[config.mk]
export PLATFORM = sky130hd
export DESIGN_NAME = lamp_switch_spi_config
export DESIGN_NICKNAME = d
export VERILOG_FILES = /design/src/logic/lamp_pkg.sv /design/src/logic/pin_sync.sv /design/src/logic/output_drive.sv /design/src/logic/lamp_switch_spi_config.sv
export VERILOG_INCLUDE_DIRS = /design/src /design/src/logic
export SDC_FILE = /design/constraint.sdc
export NUM_CORES = 1
export LEC_CHECK = 0
export ABC_CLOCK_PERIOD_IN_PS = 2100
export BUFFER_PORTS_ARGS = -buffer_cell sky130_fd_sc_hd__buf_2
export CAP_MARGIN = 10
export CORE_ASPECT_RATIO = 1.75
export CORE_MARGIN = 8
export CORE_UTILIZATION = 50
export DETAILED_ROUTE_END_ITERATION = 8
export GPL_TIMING_DRIVEN = 0
export MAX_ROUTING_LAYER = met4
export PLACE_DENSITY = 0.72
export SLEW_MARGIN = 10
export SYNTH_ARGS = -nofsm -noshare
export SYNTH_HDL_FRONTEND = slang
export SYNTH_HIERARCHICAL = 1
export SYNTH_SLANG_ARGS = --single-unit
[constraint.sdc]
create_clock -name ref_clk_i -period 2.1 [get_ports ref_clk_i]
set_input_delay 0.42 -clock ref_clk_i [delete_from_list [all_inputs] [get_ports ref_clk_i]]
set_output_delay 0.42 -clock ref_clk_i [all_outputs]
set_load 0.02 [all_outputs]
[src/logic/lamp_consts.svh]
// Constant definitions for the lamp switch serial configuration block
`ifndef LAMP_CONSTS_SVH
`define LAMP_CONSTS_SVH

// ----------------------------------------------------------------------------
// Frame layout
// ----------------------------------------------------------------------------
`define FRAME_BITS       16
`define FRAME_WD_BIT     15
`define FRAME_ADDR_HI    14
`define FRAME_OUT_BIT    13
`define FRAME_ADDR_LO_MSB 12
`define FRAME_ADDR_LO_LSB 10
`define FRAME_PAY_MSB    8

// ----------------------------------------------------------------------------
// Register addresses as {D14, D12:D10}
// ----------------------------------------------------------------------------
`define ADDR_STATUS_LOW  3'h0
`define ADDR_DUTY        4'h9
`define ADDR_SWITCH      4'ha
`define ADDR_FAULT       4'hb
`define ADDR_OVERCUR     4'hc
`define ADDR_GLOBAL      4'h5
`define ADDR_CALIB       4'h7

// ----------------------------------------------------------------------------
// Reply select codes
// ----------------------------------------------------------------------------
`define CODE_PER_OUT_BIT 4
`define CODE_OUT_BIT     3
`define CODE_FAULT_LOW   3'h0
`define CODE_DUTY_LOW    3'h1
`define CODE_SWITCH_LOW  3'h2
`define CODE_FAULT_CFG_LOW 3'h3
`define CODE_OVERCUR_LOW 3'h4
`define CODE_GLOBAL      5'h05
`define REPLY_NM_BIT     9

// ----------------------------------------------------------------------------
// Field positions
// ----------------------------------------------------------------------------
`define GC_SUPPLY_FAIL   8
`define GC_DUTY_EN       7
`define GC_CLK_INT       6
`define GC_TEMP          5
`define GC_CURRENT       4
`define GC_OUT_HI        3
`define GC_OUT_LO        2
`define GC_OV_OFF        0
`define SW_DIRECT_OFF    5
`define SW_SLEW_LSB      3
`define SW_DELAY_LSB     0
`define FT_RETRY_UNL     6
`define FT_RETRY_OFF     5
`define FT_SHORT_OFF     4
`define FT_ONOL_OFF      3
`define FT_OFFOL_OFF     2
`define FT_LED           1
`define FT_RATIO         0
`define OC_GAS_OFF       8
`define OC_COOL_LSB      6
`define OC_INRUSH_LSB    4
`define OC_BOOST         3
`define OC_STEADY_LSB    1
`define OC_MODE          0
`define DT_ON            7

// ----------------------------------------------------------------------------
// Reset values
// ----------------------------------------------------------------------------
`define REG_RESET        9'h000
`define POR_FLAG_RESET   1'b1

`endif

[src/logic/lamp_pkg.sv]
// Types shared by the lamp switch serial configuration block
`default_nettype none
package lamp_pkg;
  typedef enum logic [1:0] {
    SENSE_OFF     = 2'b00,
    SENSE_TEMP    = 2'b01,
    SENSE_CURRENT = 2'b11
  } sense_mode_t;
  typedef logic [8:0]  payload_t;
  typedef logic [15:0] frame_t;
endpackage : lamp_pkg
`default_nettype wire

[src/logic/pin_sync.sv]
// Two-stage synchroniser for pins arriving from outside the clock domain
`default_nettype none
module pin_sync #(
  parameter int               WIDTH     = 1,
  parameter logic [WIDTH-1:0] RESET_VAL = '0  // Idle level of each pin
) (
  input  wire logic             ref_clk_i,
  input  wire logic             rst_n_i,
  input  wire logic [WIDTH-1:0] async_i,
  output logic      [WIDTH-1:0] sync_o
);
  logic [WIDTH-1:0] meta;

  // First stage feeds only the second stage
  always_ff @(posedge ref_clk_i) begin
    if (!rst_n_i) begin
      // Idle levels, so no false edge appears when reset lifts
      meta   <= RESET_VAL;
      sync_o <= RESET_VAL;
    end else begin
      meta   <= async_i;
      sync_o <= meta;
    end
  end
endmodule : pin_sync
`default_nettype wire

[src/logic/output_drive.sv]
// Switch command selection for one high-side output
`default_nettype none
module output_drive (
  input  wire logic ref_clk_i,
  input  wire logic rst_n_i,
  input  wire logic duty_en_i,
  input  wire logic failsafe_i,
  input  wire logic direct_off_i,
  input  wire logic on_bit_i,
  input  wire logic direct_in_i,
  input  wire logic duty_wave_i,
  output logic      switch_on_o
);
  logic duty_mode;

  // Duty engine owns the output when enabled or in fail-safe
  assign duty_mode = duty_en_i | failsafe_i;

  // Registered so the gate driver never sees a decode glitch
  always_ff @(posedge ref_clk_i) begin
    if (!rst_n_i) begin
      switch_on_o <= 1'b0;
    end else if (duty_mode) begin
      switch_on_o <= duty_wave_i;
    end else if (direct_off_i) begin
      switch_on_o <= on_bit_i;
    end else begin
      switch_on_o <= on_bit_i | direct_in_i;
    end
  end

  a_duty_owns: assert property (@(posedge ref_clk_i) disable iff (!rst_n_i)
    duty_en_i |=> switch_on_o == $past(duty_wave_i))
    else $error("duty mode output not following duty wave");
  a_failsafe_duty: assert property (@(posedge ref_clk_i) disable iff (!rst_n_i)
    failsafe_i && !duty_en_i |=> switch_on_o == $past(duty_wave_i))
    else $error("fail-safe output not following duty wave");
  a_direct_blocked: assert property (@(posedge ref_clk_i) disable iff (!rst_n_i)
    !duty_mode && direct_off_i |=> switch_on_o == $past(on_bit_i))
    else $error("direct input reached output while disabled");
endmodule : output_drive
`default_nettype wire

[src/logic/lamp_switch_spi_config.sv]
// Serial configuration and status return logic of a dual-output lamp switch
//
// Overview of operation
// Direct pin drives output unless direct-disable set; then only on-bit drives it.
// Two-bit slew field: 00 medium, 01 low, 10 high; 11 unused.
// Three-bit delay field in duty clock edges, effective only with duty module on.
// Unlimited-retry removes retry time limit; retry-disable turns retry off.
// Short-to-battery-disable bit turns off hard short-to-supply protection.
// On open-load disable, LED or bulb threshold select, off open-load disable.
// Sense-ratio bit picks high ratio when 1, low ratio when 0.
// Gas-discharge bit set to 1 disables the special lamp overcurrent profile.
// Cooling field: 00 medium, 01 slow, 10 fast, 11 medium.
// Inrush field: 00 slow, 01 fast, 10 medium, 11 very slow.
// Boost bit swaps in second upper limit during first overcurrent window.
// Steady limit field: 00 level two, 01 three, 10 four, 11 one.
// Overcurrent mode: 0 inrush only, 1 inrush with bulb cooling.
// Supply-fail enable plus low supply keeps outputs on duty registers.
// Duty module enable drives both outputs from duty registers, ignoring pins.
// Clock source bit picks external or internal clock, only when duty enabled.
// Feedback bits choose off, temperature, or current of selected output.
// Overvoltage protection active while its disable bit is 0.
// Chip select fall loads reply; shifted out MSB first while receiving.
// After sixteen reply bits, serial output repeats bits received this frame.
// Latch only frames of multiples of sixteen bits; output tri-states.
// Reply selection changes only on a new status-select write.
// Frame: bit 15 watchdog, 14 and 12-10 address, 13 output, 8-0 payload.
// Reply bit 15 echoes watchdog bit, bits 14-10 echo the select code.
// Reset clears all programmable bits and sets the power-on flag.
`default_nettype none
`include "lamp_consts.svh"
module lamp_switch_spi_config
  import lamp_pkg::*;
(
  input  wire logic        ref_clk_i,
  input  wire logic        rst_n_i,
  input  wire logic        chip_select_n_i,
  input  wire logic        sclk_i,
  input  wire logic        si_i,
  output logic             so_o,
  output logic             so_oe_o,
  input  wire logic [1:0]  direct_in_i,
  input  wire logic [1:0]  duty_wave_i,
  input  wire logic        supply_low_i,
  input  wire logic [15:0] fault_flags_i,
  output logic [1:0]       switch_on_o,
  output logic [13:0]      duty_level_o,
  output logic [3:0]       slew_select_o,
  output logic [5:0]       delay_select_o,
  output logic [1:0]       retry_unlimited_o,
  output logic [1:0]       retry_off_o,
  output logic [1:0]       short_to_battery_off_o,
  output logic [1:0]       on_openload_off_o,
  output logic [1:0]       off_openload_off_o,
  output logic [1:0]       led_threshold_select_o,
  output logic [1:0]       sense_ratio_select_o,
  output logic [1:0]       gas_profile_off_o,
  output logic [3:0]       cooling_curve_o,
  output logic [3:0]       inrush_curve_o,
  output logic [1:0]       high_level_boost_o,
  output logic [3:0]       steady_limit_o,
  output logic [1:0]       overcurrent_mode_select_o,
  output logic             duty_enable_o,
  output logic             clock_internal_o,
  output var sense_mode_t  sense_mode_o,
  output logic             sense_output_one_o,
  output logic             overvoltage_protect_off_o,
  output logic             failsafe_active_o,
  output logic [8:0]       calibration_o,
  output logic             calibration_strobe_o
);

  // --------------------------------------------------------------------------
  // Pin synchronisation and edge detection
  // --------------------------------------------------------------------------
  logic       cs_n_s;
  logic       sclk_s;
  logic       si_s;
  logic [1:0] direct_s;
  logic       supply_low_s;
  logic       cs_n_d;
  logic       sclk_d;
  logic       sclk_rise;
  logic       sclk_fall;
  logic       cs_fall;
  logic       cs_rise;

  // All serial pins share one synchroniser so their skew stays equal
  // Select resets high, its idle level, so reset never fakes a frame
  pin_sync #(
    .WIDTH    (6),
    .RESET_VAL(6'h01)
  ) u_pin_sync (
    .ref_clk_i(ref_clk_i),
    .rst_n_i  (rst_n_i),
    .async_i  ({supply_low_i, direct_in_i, si_i, sclk_i, chip_select_n_i}),
    .sync_o   ({supply_low_s, direct_s, si_s, sclk_s, cs_n_s})
  );

  // Delayed copies for edge finding; select idles high
  always_ff @(posedge ref_clk_i) begin
    if (!rst_n_i) begin
      cs_n_d <= 1'b1;
      sclk_d <= 1'b0;
    end else begin
      cs_n_d <= cs_n_s;
      sclk_d <= sclk_s;
    end
  end

  // Clock edges only count inside a frame
  assign sclk_rise = sclk_s & ~sclk_d & ~cs_n_s;
  assign sclk_fall = ~sclk_s & sclk_d & ~cs_n_s;
  assign cs_fall   = ~cs_n_s & cs_n_d;
  assign cs_rise   = cs_n_s & ~cs_n_d;

  // --------------------------------------------------------------------------
  // Receive side
  // --------------------------------------------------------------------------
  frame_t     rx_shift;
  logic [3:0] bit_cnt;
  logic       frame_any;
  logic       si_held;
  logic       latch;
  logic [3:0] addr;
  logic       sel;
  payload_t   pay;

  // Bits sampled on the rising serial clock edge, MSB first
  always_ff @(posedge ref_clk_i) begin
    if (!rst_n_i) begin
      rx_shift <= '0;
      si_held  <= 1'b0;
    end else if (sclk_rise) begin
      rx_shift <= {rx_shift[14:0], si_s};
      si_held  <= si_s;
    end
  end

  // Count modulo sixteen; counter wraps so any multiple passes
  always_ff @(posedge ref_clk_i) begin
    if (!rst_n_i) begin
      bit_cnt   <= 4'h0;
      frame_any <= 1'b0;
    end else if (cs_fall) begin
      bit_cnt   <= 4'h0;
      frame_any <= 1'b0;
    end else if (sclk_rise) begin
      bit_cnt   <= bit_cnt + 4'h1;
      frame_any <= 1'b1;
    end
  end

  // Last sixteen bits hold this device's frame in a daisy chain
  assign latch = cs_rise & frame_any & (bit_cnt == 4'h0);
  assign addr  = {rx_shift[`FRAME_ADDR_HI], rx_shift[`FRAME_ADDR_LO_MSB:`FRAME_ADDR_LO_LSB]};
  assign sel   = rx_shift[`FRAME_OUT_BIT];
  assign pay   = rx_shift[`FRAME_PAY_MSB:0];

  // --------------------------------------------------------------------------
  // Configuration registers
  // --------------------------------------------------------------------------
  logic [1:0][7:0] duty_reg;
  logic [1:0][5:0] switch_reg;
  logic [1:0][6:0] fault_reg;
  logic [1:0][8:0] overcur_reg;
  payload_t        global_config;
  payload_t        oscillator_calibration;

  // Per-output writes steered by the output select bit
  always_ff @(posedge ref_clk_i) begin
    if (!rst_n_i) begin
      duty_reg    <= '0;
      switch_reg  <= '0;
      fault_reg   <= '0;
      overcur_reg <= '0;
    end else if (latch) begin
      unique case (addr)
        `ADDR_DUTY:    duty_reg[sel]    <= pay[7:0];
        `ADDR_SWITCH:  switch_reg[sel]  <= pay[5:0];
        `ADDR_FAULT:   fault_reg[sel]   <= pay[6:0];
        `ADDR_OVERCUR: overcur_reg[sel] <= pay;
        default: ;
      endcase
    end
  end

  // Global settings; the unused bit 1 is never stored
  always_ff @(posedge ref_clk_i) begin
    if (!rst_n_i) begin
      global_config <= `REG_RESET;
    end else if (latch && addr == `ADDR_GLOBAL) begin
      global_config <= pay & 9'h1fd;
    end
  end

  // Calibration word is write-only and handed on with a strobe
  always_ff @(posedge ref_clk_i) begin
    if (!rst_n_i) begin
      oscillator_calibration <= `REG_RESET;
      calibration_strobe_o   <= 1'b0;
    end else begin
      calibration_strobe_o <= latch && addr == `ADDR_CALIB;
      if (latch && addr == `ADDR_CALIB) begin
        oscillator_calibration <= pay;
      end
    end
  end

  assign calibration_o = oscillator_calibration;

  // --------------------------------------------------------------------------
  // Reply selection and echo state
  // --------------------------------------------------------------------------
  logic [4:0] reply_sel;
  logic       prev_wd;
  logic       por_flag;
  logic       fault_read;

  // Select code only moves on a status-select write
  always_ff @(posedge ref_clk_i) begin
    if (!rst_n_i) begin
      reply_sel <= 5'h00;
    end else if (latch && addr[2:0] == `ADDR_STATUS_LOW) begin
      reply_sel <= pay[4:0];
    end
  end

  // Watchdog bit of the last valid frame is echoed next time
  always_ff @(posedge ref_clk_i) begin
    if (!rst_n_i) begin
      prev_wd <= 1'b0;
    end else if (latch) begin
      prev_wd <= rx_shift[`FRAME_WD_BIT];
    end
  end

  // Power-on flag survives until a fault report is delivered validly
  always_ff @(posedge ref_clk_i) begin
    if (!rst_n_i) begin
      por_flag   <= `POR_FLAG_RESET;
      fault_read <= 1'b0;
    end else begin
      if (cs_fall) begin
        fault_read <= reply_sel[`CODE_PER_OUT_BIT] && reply_sel[2:0] == `CODE_FAULT_LOW;
      end
      if (latch && fault_read) begin
        por_flag <= 1'b0;
      end
    end
  end

  // --------------------------------------------------------------------------
  // Reply composition
  // --------------------------------------------------------------------------
  payload_t reply_pay;
  frame_t   reply;
  logic     ro;

  assign ro = reply_sel[`CODE_OUT_BIT];

  // Unknown codes answer zero rather than stale data
  always_comb begin
    reply_pay = 9'h000;
    if (reply_sel[`CODE_PER_OUT_BIT]) begin
      unique case (reply_sel[2:0])
        `CODE_FAULT_LOW:     reply_pay = {por_flag, fault_flags_i[ro*8 +: 8]};
        `CODE_DUTY_LOW:      reply_pay = {1'b0, duty_reg[ro]};
        `CODE_SWITCH_LOW:    reply_pay = {3'b000, switch_reg[ro]};
        `CODE_FAULT_CFG_LOW: reply_pay = {2'b00, fault_reg[ro]};
        `CODE_OVERCUR_LOW:   reply_pay = overcur_reg[ro];
        default:             reply_pay = 9'h000;
      endcase
    end else if (reply_sel == `CODE_GLOBAL) begin
      reply_pay = global_config;
    end
  end

  // Header echoes previous frame, normal-mode bit set
  assign reply = {prev_wd, reply_sel, 1'b1, reply_pay};

  // --------------------------------------------------------------------------
  // Transmit side
  // --------------------------------------------------------------------------
  frame_t tx_shift;

  // Loaded on select fall, then refilled with received bits for chaining
  always_ff @(posedge ref_clk_i) begin
    if (!rst_n_i) begin
      tx_shift <= '0;
    end else if (cs_fall) begin
      tx_shift <= reply;
    end else if (sclk_fall) begin
      tx_shift <= {tx_shift[14:0], si_held};
    end
  end

  // Driven only while selected; released as select rises
  always_ff @(posedge ref_clk_i) begin
    if (!rst_n_i) begin
      so_oe_o <= 1'b0;
    end else begin
      so_oe_o <= ~cs_n_s;
    end
  end

  assign so_o = tx_shift[15];

  // --------------------------------------------------------------------------
  // Global decode
  // --------------------------------------------------------------------------
  logic duty_en;
  logic failsafe;

  assign duty_en                   = global_config[`GC_DUTY_EN];
  assign failsafe                  = global_config[`GC_SUPPLY_FAIL] & supply_low_s;
  assign duty_enable_o             = duty_en;
  assign failsafe_active_o         = failsafe;
  // Source choice is meaningless with the engine off, so report external
  assign clock_internal_o          = duty_en & global_config[`GC_CLK_INT];
  assign overvoltage_protect_off_o = global_config[`GC_OV_OFF];
  assign sense_output_one_o        = global_config[`GC_OUT_HI] & global_config[`GC_OUT_LO];

  // Current feedback outranks temperature
  always_comb begin
    if (global_config[`GC_CURRENT]) begin
      sense_mode_o = SENSE_CURRENT;
    end else if (global_config[`GC_TEMP]) begin
      sense_mode_o = SENSE_TEMP;
    end else begin
      sense_mode_o = SENSE_OFF;
    end
  end

  // --------------------------------------------------------------------------
  // Per-output field decode and drive
  // --------------------------------------------------------------------------
  for (genvar g = 0; g < 2; g++) begin : g_out
    assign duty_level_o[g*7 +: 7]         = duty_reg[g][6:0];
    assign slew_select_o[g*2 +: 2]        = switch_reg[g][`SW_SLEW_LSB +: 2];
    assign delay_select_o[g*3 +: 3]       = duty_en ? switch_reg[g][`SW_DELAY_LSB +: 3] : 3'h0;
    assign retry_unlimited_o[g]           = fault_reg[g][`FT_RETRY_UNL];
    assign retry_off_o[g]                 = fault_reg[g][`FT_RETRY_OFF];
    assign short_to_battery_off_o[g]      = fault_reg[g][`FT_SHORT_OFF];
    assign on_openload_off_o[g]           = fault_reg[g][`FT_ONOL_OFF];
    assign off_openload_off_o[g]          = fault_reg[g][`FT_OFFOL_OFF];
    assign led_threshold_select_o[g]      = fault_reg[g][`FT_LED];
    assign sense_ratio_select_o[g]        = fault_reg[g][`FT_RATIO];
    assign gas_profile_off_o[g]           = overcur_reg[g][`OC_GAS_OFF];
    assign cooling_curve_o[g*2 +: 2]      = overcur_reg[g][`OC_COOL_LSB +: 2];
    assign inrush_curve_o[g*2 +: 2]       = overcur_reg[g][`OC_INRUSH_LSB +: 2];
    assign high_level_boost_o[g]          = overcur_reg[g][`OC_BOOST];
    assign steady_limit_o[g*2 +: 2]       = overcur_reg[g][`OC_STEADY_LSB +: 2];
    assign overcurrent_mode_select_o[g]   = overcur_reg[g][`OC_MODE];

    output_drive u_drive (
      .ref_clk_i   (ref_clk_i),
      .rst_n_i     (rst_n_i),
      .duty_en_i   (duty_en),
      .failsafe_i  (failsafe),
      .direct_off_i(switch_reg[g][`SW_DIRECT_OFF]),
      .on_bit_i    (duty_reg[g][`DT_ON]),
      .direct_in_i (direct_s[g]),
      .duty_wave_i (duty_wave_i[g]),
      .switch_on_o (switch_on_o[g])
    );
  end

  // --------------------------------------------------------------------------
  // Assertions
  // --------------------------------------------------------------------------
  a_reply_load: assert property (@(posedge ref_clk_i) disable iff (!rst_n_i)
    cs_fall |=> tx_shift == $past(reply))
    else $error("reply not loaded at select fall");
  a_so_release: assert property (@(posedge ref_clk_i) disable iff (!rst_n_i)
    cs_rise |=> !so_oe_o)
    else $error("serial output still driven after select rise");
  a_bad_length: assert property (@(posedge ref_clk_i) disable iff (!rst_n_i)
    cs_rise && bit_cnt != 4'h0 |=> $stable(global_config) && $stable(switch_reg) && $stable(reply_sel))
    else $error("short frame changed a register");
  a_select_hold: assert property (@(posedge ref_clk_i) disable iff (!rst_n_i)
    !(latch && addr[2:0] == `ADDR_STATUS_LOW) |=> $stable(reply_sel))
    else $error("reply select moved without a status write");
  a_wd_echo: assert property (@(posedge ref_clk_i) disable iff (!rst_n_i)
    latch |=> reply[15] == $past(rx_shift[15]))
    else $error("watchdog echo wrong");
  a_daisy_echo: assert property (@(posedge ref_clk_i) disable iff (!rst_n_i)
    sclk_fall && bit_cnt == 4'h0 && frame_any |=> tx_shift == $past(rx_shift))
    else $error("chained bits not repeated after sixteen");
  a_delay_gate: assert property (@(posedge ref_clk_i) disable iff (!rst_n_i)
    !duty_en |-> delay_select_o == 6'h00)
    else $error("delay active with duty module off");
  a_sense_off: assert property (@(posedge ref_clk_i) disable iff (!rst_n_i)
    global_config[5:4] == 2'b00 |-> sense_mode_o == SENSE_OFF)
    else $error("feedback pin not idle");
  a_global_write: assert property (@(posedge ref_clk_i) disable iff (!rst_n_i)
    latch && addr == `ADDR_GLOBAL |=> overvoltage_protect_off_o == $past(pay[0]))
    else $error("overvoltage disable not taken from write");

endmodule : lamp_switch_spi_config
`default_nettype wire

* Word level (Yosys, flattened, before mapping)
Cells that the tools add are included.
Word-level totals: register bits 141, latch bits 0, RAM bits 0, memory bits (read-only) 0, input port bits 26, output and inout port bits 77, memories kept 0
Operators by class: $add $sub $neg 1, $mul 0, div/mod/pow operators 0, order comparisons 3, equal/unequal tests 11, shift operators 1, muxes and demuxes 33, bitwise logic cells 19, reduce and logical (&&, ||, !) cells 15
Operators by type and width (count):
- two-way mux 9 bit | 5
- one-hot mux 9 bit (5 select lines) | 1
- two-way mux 16 bit | 2
- two-way mux 8 bit | 3
- two-way mux 7 bit | 3
- bitwise mux 18 bit | 1
- two-way mux 6 bit | 3
- bitwise mux 16 bit | 1
- equality test 4 bit, second input constant | 4
- variable part select 16 x 5 -> 8 bit | 1
- bitwise mux 14 bit | 1
- bitwise mux 12 bit | 1
- AND 1 bit | 11
- demux 9 bit (select 1 bit) | 1
- demux 8 bit (select 1 bit) | 1
- equality test 4 x 3 -> 1 bit, second input constant | 2
- AND reduction 2 bit | 4
- demux 7 bit (select 1 bit) | 1
- demux 6 bit (select 1 bit) | 1
- equality test 3 x 2 -> 1 bit, second input constant | 2
- logical AND 1 bit | 6
- zero test 3 bit | 2
- two-way mux 3 bit | 2
- equality test 5 x 3 -> 1 bit, second input constant | 1
- other kinds (12) | 23

* Depth between registers and ports, before layout
Gate-level depths: netlist (run 1).
depth in word-level cells 5, gate-level depth with buffers 8

* Modules after synthesis
The synthesis (run 1) kept the hierarchy.
By module, submodules not included:
- lamp_switch_spi_config | times used 1, cells an instance 635, area an instance 5805.6 sq um, sequential area each 2522.4 sq um
- pin_sync | times used 1, cells an instance 25, area an instance 334.1 sq um, sequential area each 240.2 sq um
- output_drive | times used 2, cells an instance 5, area an instance 50.0 sq um, sequential area each 20.0 sq um

* Worst setup path after synthesis (run 1)
No wires, ideal clock.
path kind register to register, start reg bit_cnt[3], end reg duty_reg (netlist bit duty_level_o[10]), data arrival time 1.687 ns, required time 1.972 ns, slack 0.286 ns, cell stages (with the launch flop) 5, path through dfxtp_1 or4b_4 nor4_4 mux2i_1 nor2_1
On the way: word-level cells in the longest chain between the ends 3
RTL lines:
- from (decl) | RTL line lamp_switch_spi_config.sv:120 | logic [3:0] bit_cnt;
- from (signal assigned) | RTL line lamp_switch_spi_config.sv:148 | bit_cnt <= bit_cnt + 4'h1;
- zero test 4 bit | RTL line lamp_switch_spi_config.sv:154 | assign latch = cs_rise & frame_any & (bit_cnt == 4'h0);
- AND 1 bit | RTL line lamp_switch_spi_config.sv:154
- AND reduction 2 bit (no source line)
- to (signal, indexed assignment) | RTL line lamp_switch_spi_config.sv:178 | `ADDR_DUTY: duty_reg[sel] <= pay[7:0];
- to (decl) | RTL line lamp_switch_spi_config.sv:162 | logic [1:0][7:0] duty_reg;
No other way between the ends. A chain may end at the register's enable or synchronous reset.

* Final worst setup path (run 1)
start reg bit_cnt[3], end reg fault_reg (netlist bit retry_unlimited_o[0])
On the way: word-level cells in the longest chain between the ends 3
RTL lines:
- zero test 4 bit | RTL line lamp_switch_spi_config.sv:154
- AND 1 bit | RTL line lamp_switch_spi_config.sv:154
- AND reduction 2 bit (no source line)
- to (signal, indexed assignment) | RTL line lamp_switch_spi_config.sv:180 | `ADDR_FAULT: fault_reg[sel] <= pay[6:0];
- to (decl) | RTL line lamp_switch_spi_config.sv:164 | logic [1:0][6:0] fault_reg;
No other way between the ends.

==> results of run 1 <==
==> cell usage in the layout (no fill, tap or decap), types with 11 or more instances in the layout <==
master	n
buf_4	25
mux2i_1	109
nand3_1	11
dfxtp_1	140
clkbuf_16	17
clkbuf_1	39
nand2_1	105
and2_1	15
nor2_1	57
a21oi_1	39
mux2_2	17
buf_2	107
==> layer usage <==
metal	part of all wire, %	up-vias	track usage [%]
met4	7.1	0	18.4
met1	36	2567	23.2
li1	-	2544	-
met5	0	-	-
met3	5.6	74	5.14
met2	51	212	41.9
==> worst paths after layout <==
| check | start | endpoint | slack (ns) | depth (start not counted) |
|---|---|---|---|---|
| hold / removal | chip_select_n_i | u_pin_sync/meta[0] | 0.18 | 2 |
| setup reg to reg | bit_cnt[3] | retry_unlimited_o[0] | 0.03 | 4 |
| hold reg to reg | u_pin_sync/meta[0] | u_pin_sync/sync_o[0] | 0.41 | 1 |
| setup / recovery | bit_cnt[3] | retry_unlimited_o[0] | 0.03 | 4 |
==> worst max-delay path, cell delays in order, from the launching register on <==
cell and delay (ns):
dfxtp_1 0.33, or4b_4 0.60, nor3_4 0.34, nand4_2 0.44, mux2i_1 0.28
==> through the flow <==
step	cells	power (mW)	worst slack (ns)	hold slack (ns)	cell area [um^2]
2_1_floorplan	670	2.85	0.286	0.386	6240
3_3_place_gp	940	2.92	-0.164	0.390	6960
3_5_place_dp	940	2.92	-0.187	0.398	6960
4_1_cts	974	6.08	0.0144	0.171	7660
5_1_grt	977	6.20	-0.0791	0.191	7700
6_report	977	6.06	0.0300	0.177	7700
==> cell type report <==
type	count	area, um^2	area share [%]
buffer	67	352	4.57
inverter	6	22.5	0.293
tap	168	210	2.73
clock inverter	13	189	2.45
timing repair buffer	107	573	7.45
multi-input combinational	457	3100	40.3
clock buffer	19	443	5.76
sequential	140	2800	36.4
==> repair_timing <==
item	4_1_cts	5_1_grt
buffers inserted	2	3
pin swaps	2	3
setup endpoints to repair	19	44
gates resized for setup	9	5
==> power by group <==
group	leakage [nW]	internal, mW	switching [mW]	total [mW]
registers	1.13	2.68	0.0127	2.69
clock network	0.304	2.03	1.17	3.19
logic	1.93	0.0648	0.107	0.172
==> cells by family after synthesis <==
group | Yosys count
AOI/OAI and AO/OA | 86
xor gates and xnor gates | 3
adders and majority gates | 2
buffers and inverters | 73
DFF | 140
muxes | 128
and+or+nand+nor | 238
==> impl_results.md, run 1 <==
- Run status: finished clean
- Vias in the first global route: 5,468
- Core ar.: 12,300 um^2
- Worst slew pin tran: 0.643 ns
- Die area: 16,500 um^2
- Total number of vias: 5,397
- Cell variety after synth: 52
- Total CTS buffers: 17
- XOR/XNOR Fraction of Synth Area: 0.421%
- Syn nets: 698
- Via density: 5.52
- HP Class: input port to register
- Hpwl dp: 14.3 mm
- Initial Util: 50.7%
- ANT nets after route: 0
- CTS tree: built
- Area added between synthesis and finish: 23.3%
- Max Cap Violations: 0
- Diode count: 0
- H-tree depth: 4
- Flops & latches, synth: 140
- Pin count of the biggest net entering global routing: 17
- Post-synth top area share: 44.9%
- # nets final: 824
- Remaining DRCs: 0
- CTS Sinks: 140
- Worst-path clk slew: 0.06 ns
- Mapped Avg Cell Area: 9.31 um^2
- Hold Vio Cnt, Final: 0
- Critical path fanouts, max: 8
- Initial antenna violation count: 0
- Endpoints failing setup: 0
- IO Pins: 103
- Fin crit period: 2.07 ns
- Mapped Area: 6240 um^2
- Rows: 54
- Pwr dens: 787 nW/um^2
- Post-Synth Adder-Cell Area: 0.401%
- Count leader, synth: dfxtp_1
- Seq/Total Area, Yosys: 44.9%
- Async set-reset flop share out of synthesis: 0%
- Worst Setup Path Type: register to register
- CTS Hold Bufs: 0
- DRT Pass-1 Iters: 5
- Global route overflow: 0
- Maximum VDD drop: 0.784 mV
- Synth Flop Type: dfxtp_1
- Die extent in y: 164 um
- Leakage: 3.37 nW
- Mapped Cells: 670
- Syn. warnings: 6
- Slew Limit Fails: 0
- First-pass GRT wire length: 29.4 mm
- Multiplexer share of the synthesized area: 21.1%
- Overall global routing resource usage: 24.3%
- Headroom to the max-slew limit: 57.1%
- Period utilisation layout: 98.6%
- Setup crit end kind: register
- Overall routed net length: 19.1 mm
- Arrival time worst endpoint: 2.41 ns
- Simple-Gate Fraction of Synth Area: 18.7%
- FMAX: 483 MHz
- Compound-Gate Fraction of Synth Area: 8.68%
- GPL Wtd Cong: 0.919
- Root Buffer: clkbuf_16
- I/O Buffers: 102
- DR WL/cell: 19.6 um
- Final Skew: 0.00768 ns
- Fill count: 1,073
- Largest family of logic cells by synthesized area: multiplexers
- Post-synth top area cell: dfxtp_1
- EDFF count, synth: 0
- Iteration-0 DRC Markers: 250
- RSZ-0062 raised after global routing: true
- Die width: 100 um
- Layout Utilization: 62.6%
- Most frequent cells after synthesis: dfxtp_1, mux2i_1, nand2_1
- Share of cells above drive strength 1: 26.1%
- Dominant cells by area after synthesis: dfxtp_1, mux2i_1, nand2_1, nor2_1, a21oi_1
- Clk buf depth: 2
- Setup TNS: 0 ns
- Critical Path RT: 2.44 ns
- Setup crit start kind: register
- Clk_lat worst skew: 0.42 ns
Note: power is estimated with default switching activity, not from simulation.
==> run 2: changes to the inputs <==
--- a/config.mk
+++ b/config.mk
@@ -6,7 +6,7 @@
 export SDC_FILE = /design/constraint.sdc
 export NUM_CORES = 1
 export LEC_CHECK = 0
-export ABC_CLOCK_PERIOD_IN_PS = 2100
+export ABC_CLOCK_PERIOD_IN_PS = 2350
 export BUFFER_PORTS_ARGS = -buffer_cell sky130_fd_sc_hd__buf_2
 export CAP_MARGIN = 10
 export CORE_ASPECT_RATIO = 1.75
==> constraint.sdc (replaced) <==
create_clock -name ref_clk_i -period 2.35 [get_ports ref_clk_i]
set_input_delay 0.47 -clock ref_clk_i [delete_from_list [all_inputs] [get_ports ref_clk_i]]
set_output_delay 0.47 -clock ref_clk_i [all_outputs]
set_load 0.02 [all_outputs]
==> run 2 against run 1 <==
Against the previous run: final cell count decreased by 0.51%; clock skew is essentially flat; worst hold slack better by 0.053 ns; register-to-register slack improved by 0.12 ns; fmax decreased by 6.1%; sequential share of layout area up 0.43 points; final area down 1.2%; highest routed layer unchanged; power down 11%.
==> impl_results.md, run 2 (synthesis results as in run 1) <==
- Overall global routing resource usage: 24.2% (was 24.3%)
- Global route overflow: 0 (unchanged)
- Hold Vio Cnt, Final: 0 (unchanged)
- Die extent in y: 164 um (unchanged)
- CTS Sinks: 140 (unchanged)
- Reg area: 2800 um^2 (unchanged)
- Period utilisation layout: 93.8% (was 98.6%)
- Overall routed net length: 19.0 mm (was 19.1 mm)
- Fin crit period: 2.20 ns (was 2.07 ns)
- Die width: 100 um (unchanged)
- Multi-input combinational cell area: 3080 um^2 (was 3100 um^2)
- Clk buf depth: 2 (unchanged)
- Setup TNS: 0 ns (unchanged)
- Hpwl dp: 14.3 mm (unchanged)
- Setup Fix Bufs, Post-CTS: 0 (was 2)
- FMAX: 454 MHz (was 483 MHz)
- CP max-delay cell: o21ai_0 (was or4b_4)
- Critical Path RT: 2.64 ns (was 2.44 ns)
- Via density: 5.51 (was 5.52)
- Maximum VDD drop: 0.694 mV (was 0.784 mV)
- DRT Pass-1 Iters: 5 (unchanged)
- Iteration-0 DRC Markers: 285 (was 250)
- HP Class: input port to register (unchanged)
- Leakage: 3.33 nW (was 3.37 nW)
- DR WL/cell: 19.6 um (about the same)
- Total number of vias: 5,351 (was 5,397)
- Endpoints failing setup: 0 (unchanged)
- Headroom to the max-slew limit: 44.8% (was 57.1%)
- IO Pins: 103 (unchanged)
- Critical-path cell list: clkbuf_1 -> buf_2 -> clkbuf_4 -> mux2i_1 -> o22ai_1 -> o21ai_0 -> a21oi_1 (was or4b_4 -> nor3_4 -> nand4_2 -> mux2i_1)
- Initial Util: 50.7% (unchanged)
- # nets final: 819 (was 824)
- First-pass GRT wire length: 29.3 mm (was 29.4 mm)
- Setup crit end kind: register (unchanged)
- GPL Wtd Cong: 0.919 (unchanged)
- Run status: finished clean (unchanged)
- Worst-path clk slew: 0.06 ns (about the same)
- Area added between synthesis and finish: 21.9% (was 23.3%)
- I/O Buffers: 102 (unchanged)
- Total CTS buffers: 17 (unchanged)
- Max Cap Violations: 0 (unchanged)
- Clk_lat worst skew: 0.42 ns (about the same)
- Pin count of the biggest net entering global routing: 17 (unchanged)
- ANT nets after route: 0 (unchanged)
- Layout Utilization: 61.9% (was 62.6%)
- Pwr dens: 711 nW/um^2 (was 787 nW/um^2)
- Remaining DRCs: 0 (unchanged)
- Fill count: 1,082 (was 1,073)
- RSZ-0062 raised after global routing: false (was true)
- Root Buffer: clkbuf_16 (unchanged)
- Crit path largest cell delay: 0.36 ns (was 0.60 ns)
- Buf/Inv on CP: 3 (was 0)
- Commonest non-fill, non-tap cell in the layout: dfxtp_1 (unchanged)
- Core ar.: 12,300 um^2 (unchanged)
- Commonest non-fill, non-tap cells in the layout: dfxtp_1, mux2i_1, buf_2 (unchanged)
- Die area: 16,500 um^2 (unchanged)
- Worst slew pin tran: 0.821 ns (was 0.643 ns)
- Rows: 54 (unchanged)
- Share of cells above drive strength 1: 25.1% (was 26.1%)
- Vias in the first global route: 5,438 (was 5,468)
- Slew Limit Fails: 0 (unchanged)
- H-tree depth: 4 (unchanged)
- Critical path fanouts, max: 10 (was 8)
- CTS tree: built (unchanged)
- Crit path max-delay family: buffers and inverters (was simple AND/OR/NAND/NOR gates)
- Final Skew: 0.00748 ns (was 0.00768 ns)
- Initial antenna violation count: 0 (unchanged)
- Worst Setup Path Type: register to register (unchanged)
- Diode count: 0 (unchanged)
- Arrival time worst endpoint: 2.49 ns (was 2.41 ns)
- Setup crit start kind: register (unchanged)
run 2: final cells by class:
| class | instances | share of cell area, % |
|---|---|---|
| flip-flops and latches | 140 | 36.8 |
| inverters | 6 | 0.296 |
| plain buffers | 67 | 4.56 |
| well taps | 168 | 2.76 |
| repair buffers | 102 | 6.71 |
| clock inverters | 13 | 2.48 |
| clock buffers | 19 | 5.82 |
| multi-input cells | 457 | 40.5 |
run 2: final timing paths:
path / startpoint / to / slack [ns] / depth (start not counted)
worst max register to register: reply_sel[3] / tx_shift[7] / 0.15 / 7
worst min register to register: u_pin_sync/meta[0] / u_pin_sync/sync_o[0] / 0.41 / 1
worst min-delay path: chip_select_n_i / u_pin_sync/meta[0] / 0.23 / 2
worst max-delay path: reply_sel[3] / tx_shift[7] / 0.15 / 7
run 2: timing repair:
action	in CTS	in global routing
hold buffers	0	0
gates resized for setup	0	5
setup endpoints to repair	0	10
hold endpoints to repair	0	0
run 2: worst reg2reg max path: stages, from the launching register on:
cell,delay (ns)
dfxtp_1,0.31
clkbuf_1,0.22
buf_2,0.32
clkbuf_4,0.33
mux2i_1,0.29
o22ai_1,0.14
o21ai_0,0.36
a21oi_1,0.12
run 2: where the power goes:
| group | leakage, nW | switching, mW | internal [mW] |
|---|---|---|---|
| registers | 1.13 | 0.0111 | 2.40 |
| clock network | 0.304 | 1.04 | 1.81 |
| logic | 1.90 | 0.0960 | 0.0576 |
run 2: through the flow:
stage	setup WS [ns]	hold slack (ns)	cell area, um^2	total power, mW	cells
after floorplan	0.536	0.386	6240	2.55	670
after global placement	0.0857	0.390	6960	2.61	940
after detailed placement	0.0634	0.398	6960	2.61	940
after CTS	0.0468	0.221	7590	5.43	972
after global routing	0.0414	0.241	7610	5.54	972
final	0.146	0.230	7610	5.41	972
run 2: metal layers:
| metal | global-route usage (%) | routed length (um) |
|---|---|---|
| met4 | 18.5 | 1210 |
| met3 | 4.84 | 1180 |
| met1 | 23.4 | 6910 |
| met2 | 41.6 | 9730 |
| met5 | - | 0 |
==> run 3: changes to the inputs <==
--- a/config.mk
+++ b/config.mk
@@ -6,7 +6,7 @@
 export SDC_FILE = /design/constraint.sdc
 export NUM_CORES = 1
 export LEC_CHECK = 0
-export ABC_CLOCK_PERIOD_IN_PS = 2350
+export ABC_CLOCK_PERIOD_IN_PS = 1800
 export BUFFER_PORTS_ARGS = -buffer_cell sky130_fd_sc_hd__buf_2
 export CAP_MARGIN = 10
 export CORE_ASPECT_RATIO = 1.75
@@ -15,7 +15,7 @@
 export DETAILED_ROUTE_END_ITERATION = 8
 export GPL_TIMING_DRIVEN = 0
 export MAX_ROUTING_LAYER = met4
-export PLACE_DENSITY = 0.72
+export PLACE_DENSITY = 0.75
 export SLEW_MARGIN = 10
 export SYNTH_ARGS = -nofsm -noshare
 export SYNTH_HDL_FRONTEND = slang
==> constraint.sdc (replaced) <==
create_clock -name ref_clk_i -period 1.8 [get_ports ref_clk_i]
set_input_delay 0.36 -clock ref_clk_i [delete_from_list [all_inputs] [get_ports ref_clk_i]]
set_output_delay 0.36 -clock ref_clk_i [all_outputs]
set_load 0.02 [all_outputs]
==> run 3 against run 2 <==
Against the previous run: the flow now finishes with violations (setup timing); first-iteration DRC count increased by 3.5%; clock skew increased by 0.0021 ns; utilization increased by 1.6 points; die area unchanged; critical path type unchanged; largest power group unchanged.
==> impl_results.md, run 3 (synthesis results as in run 1) <==
- CP Depth: 4 (was 7)
- Iteration-0 DRC Markers: 295 (was 285)
- ANT nets after route: 0 (unchanged)
- Leakage: 3.41 nW (was 3.33 nW)
- Setup crit start kind: register (unchanged)
- CTS Sinks: 140 (unchanged)
- Setup TNS: -0.807 ns (was 0 ns)
- H-tree depth: 4 (unchanged)
- Die extent in y: 164 um (unchanged)
- Worst Setup Path Type: register to register (unchanged)
- Vias in the first global route: 5,538 (was 5,438)
- IO Pins: 103 (unchanged)
- Setup crit end kind: register (unchanged)
- Commonest non-fill, non-tap cells in the layout: dfxtp_1, mux2i_1, nand2_1 (was dfxtp_1, mux2i_1, buf_2)
- Clk buf depth: 2 (unchanged)
- Diode count: 0 (unchanged)
- Global route overflow: 0 (unchanged)
- Run status: finished, violations left (was finished clean)
- Met3 Resource Use GR: 4.88% (was 4.84%)
- Commonest non-fill, non-tap cell in the layout: dfxtp_1 (unchanged)
- Total number of vias: 5,514 (was 5,351)
- Crit path largest cell delay: 0.58 ns (was 0.36 ns)
- Slew Limit Fails: 0 (unchanged)
- Comb power frac: 3.0% (was 2.8%)
- Die area: 16,500 um^2 (unchanged)
- Worst slew pin tran: 0.670 ns (was 0.821 ns)
- Final Skew: 0.00961 ns (was 0.00748 ns)
- GPL Wtd Cong: 0.926 (was 0.919)
- DR WL/cell: 20.3 um (was 19.6 um)
- Initial antenna violation count: 0 (unchanged)
- I/O Buffers: 102 (unchanged)
- Cell Int Power: 5.14 mW (was 4.27 mW)
- Overall global routing resource usage: 24.7% (was 24.2%)
- Clk_lat worst skew: 0.42 ns (about the same)
- # nets final: 824 (was 819)
- Die width: 100 um (unchanged)
- Period utilisation layout: 104% (was 93.8%)
- Rows: 54 (unchanged)
- Endpoints failing setup: 16 (was 0)
- First-pass GRT wire length: 29.8 mm (was 29.3 mm)
- RSZ-0062 raised after global routing: true (was false)
- Arrival time worst endpoint: 2.21 ns (was 2.49 ns)
- Net Switching: 1.49 mW (was 1.14 mW)
- Area added between synthesis and finish: 25.1% (was 21.9%)
- FMAX: 534 MHz (was 454 MHz)
- HP Class: input port to register (unchanged)
- Buf/Inv on CP: 0 (was 3)
- Reg area: 2820 um^2 (was 2800 um^2)
- Multi-input combinational cell area: 3170 um^2 (was 3080 um^2)
- Critical-path cell list: or4b_4 -> nor3_4 -> nand4_2 -> mux2i_1 (was clkbuf_1 -> buf_2 -> clkbuf_4 -> mux2i_1 -> o22ai_1 -> o21ai_0 -> a21oi_1)
- Failing checks: setup timing
- Hpwl dp: 14.6 mm (was 14.3 mm)
- Fill count: 1,086 (was 1,082)
- R2R cell count: 4 (was 7)
- Grt met1 use: 22.4% (was 23.4%)
- Total CTS buffers: 17 (unchanged)
- Root Buffer: clkbuf_16 (unchanged)
- Max Cap Violations: 0 (unchanged)
- DRT Pass-1 Iters: 5 (unchanged)
- Layer with the highest usage: met2 (unchanged)
- CTS tree: built (unchanged)
- Pwr dens: 849 nW/um^2 (was 711 nW/um^2)
- Via density: 5.65 (was 5.51)
- Overall routed net length: 19.8 mm (was 19.0 mm)
- Hold Crit Depth: 2 (unchanged)
- Critical path fanouts, max: 6 (was 10)
- Initial Util: 50.7% (unchanged)
- Maximum VDD drop: 0.638 mV (was 0.694 mV)
- Total power: 6.63 mW (was 5.41 mW)
- Fin crit period: 1.87 ns (was 2.20 ns)
- Reg power frac: 47.4% (was 44.5%)
- Critical Path RT: 2.13 ns (was 2.64 ns)
- Net Sw Frac: 22.5% (was 21.1%)
- Worst-path clk slew: 0.06 ns (about the same)
- Setup ws final: -0.0723 ns (was 0.146 ns)
- Met2 GRT Util: 44.5% (was 41.6%)
- CP max-delay cell: or4b_4 (was o21ai_0)
- Share of cells above drive strength 1: 29.2% (was 25.1%)
- Core ar.: 12,300 um^2 (unchanged)
- Clock power share: 49.5% (was 52.6%)
- Headroom to the max-slew limit: 55.3% (was 44.8%)
- Crit path max-delay family: simple AND/OR/NAND/NOR gates (was buffers and inverters)
- Pin count of the biggest net entering global routing: 17 (unchanged)
- Hold Vio Cnt, Final: 0 (unchanged)
- Remaining DRCs: 0 (unchanged)
## run 3: cell types whose count changed in the layout (fill, tap and decap cells not counted), moves of 5 or more
| cell | before | now |
|---|---|---|
| dfxtp_1 | 140 | 132 |
| dfxtp_2 | 0 | 7 |
| buf_2 | 109 | 102 |
| clkbuf_2 | 0 | 5 |
| buf_6 | 1 | 10 |
| clkbuf_1 | 39 | 27 |
| buf_4 | 19 | 26 |
## run 3: worst paths after layout
| kind | start | to | slack (ns) |
|---|---|---|---|
| setup reg to reg | bit_cnt[2] | switch_reg[7] | -0.07 |
| hold reg to reg | u_pin_sync/meta[0] | u_pin_sync/sync_o[0] | 0.41 |
| setup / recovery | bit_cnt[2] | switch_reg[7] | -0.07 |
| hold / removal | chip_select_n_i | u_pin_sync/meta[0] | 0.12 |
## run 3: cell type report
class | instances | area share (%)
Tap cell | 168 | 2.69
Multi-Input combinational cell | 457 | 40.6
Clock buffer | 18 | 5.63
Timing Repair Buffer | 115 | 8.64
Inverter | 6 | 0.321
Clock inverter | 13 | 1.52
Buffer | 59 | 4.55
Sequential cell | 140 | 36.1
## run 3: through the flow
| step | worst slack [ns] | cell area [um^2] | std cells | hold slack (ns) | utilization [%] |
|---|---|---|---|---|---|
| final | -0.0723 | 7810 | 976 | 0.120 | 63.5 |
| after global routing | -0.115 | 7810 | 976 | 0.117 | 63.5 |
| after CTS | -0.0429 | 7710 | 975 | 0.114 | 62.7 |
| after detailed placement | -0.436 | 6960 | 940 | 0.392 | 56.6 |
| after global placement | -0.446 | 6960 | 940 | 0.394 | 56.6 |
| after floorplan | 0.00221 | 6240 | 670 | 0.386 | - |
## run 3: timing repair
item	4_1_cts	5_1_grt
cloned	0	1
endpoints found under the setup margin	97	76
gates resized for setup	30	25
pin swaps	5	2
hold buffers	0	0
setup buffers	9	3
## run 3: power groups by stage
stage	Clock (mW)	Combinational [mW]	Sequential, mW
2_1_floorplan	0	0.116	3.21
3_3_place_gp	0	0.190	3.21
3_5_place_dp	0	0.195	3.21
4_1_cts	3.33	0.199	3.14
5_1_grt	3.46	0.218	3.15
6_report	3.29	0.202	3.14
## run 3: layer usage
metal / routed length, um / up-vias
li1: - / 2545
met1: 6750 / 2658
met2: 10600 / 229
met3: 1210 / 82
met4: 1300 / 0
met5: 0 / -
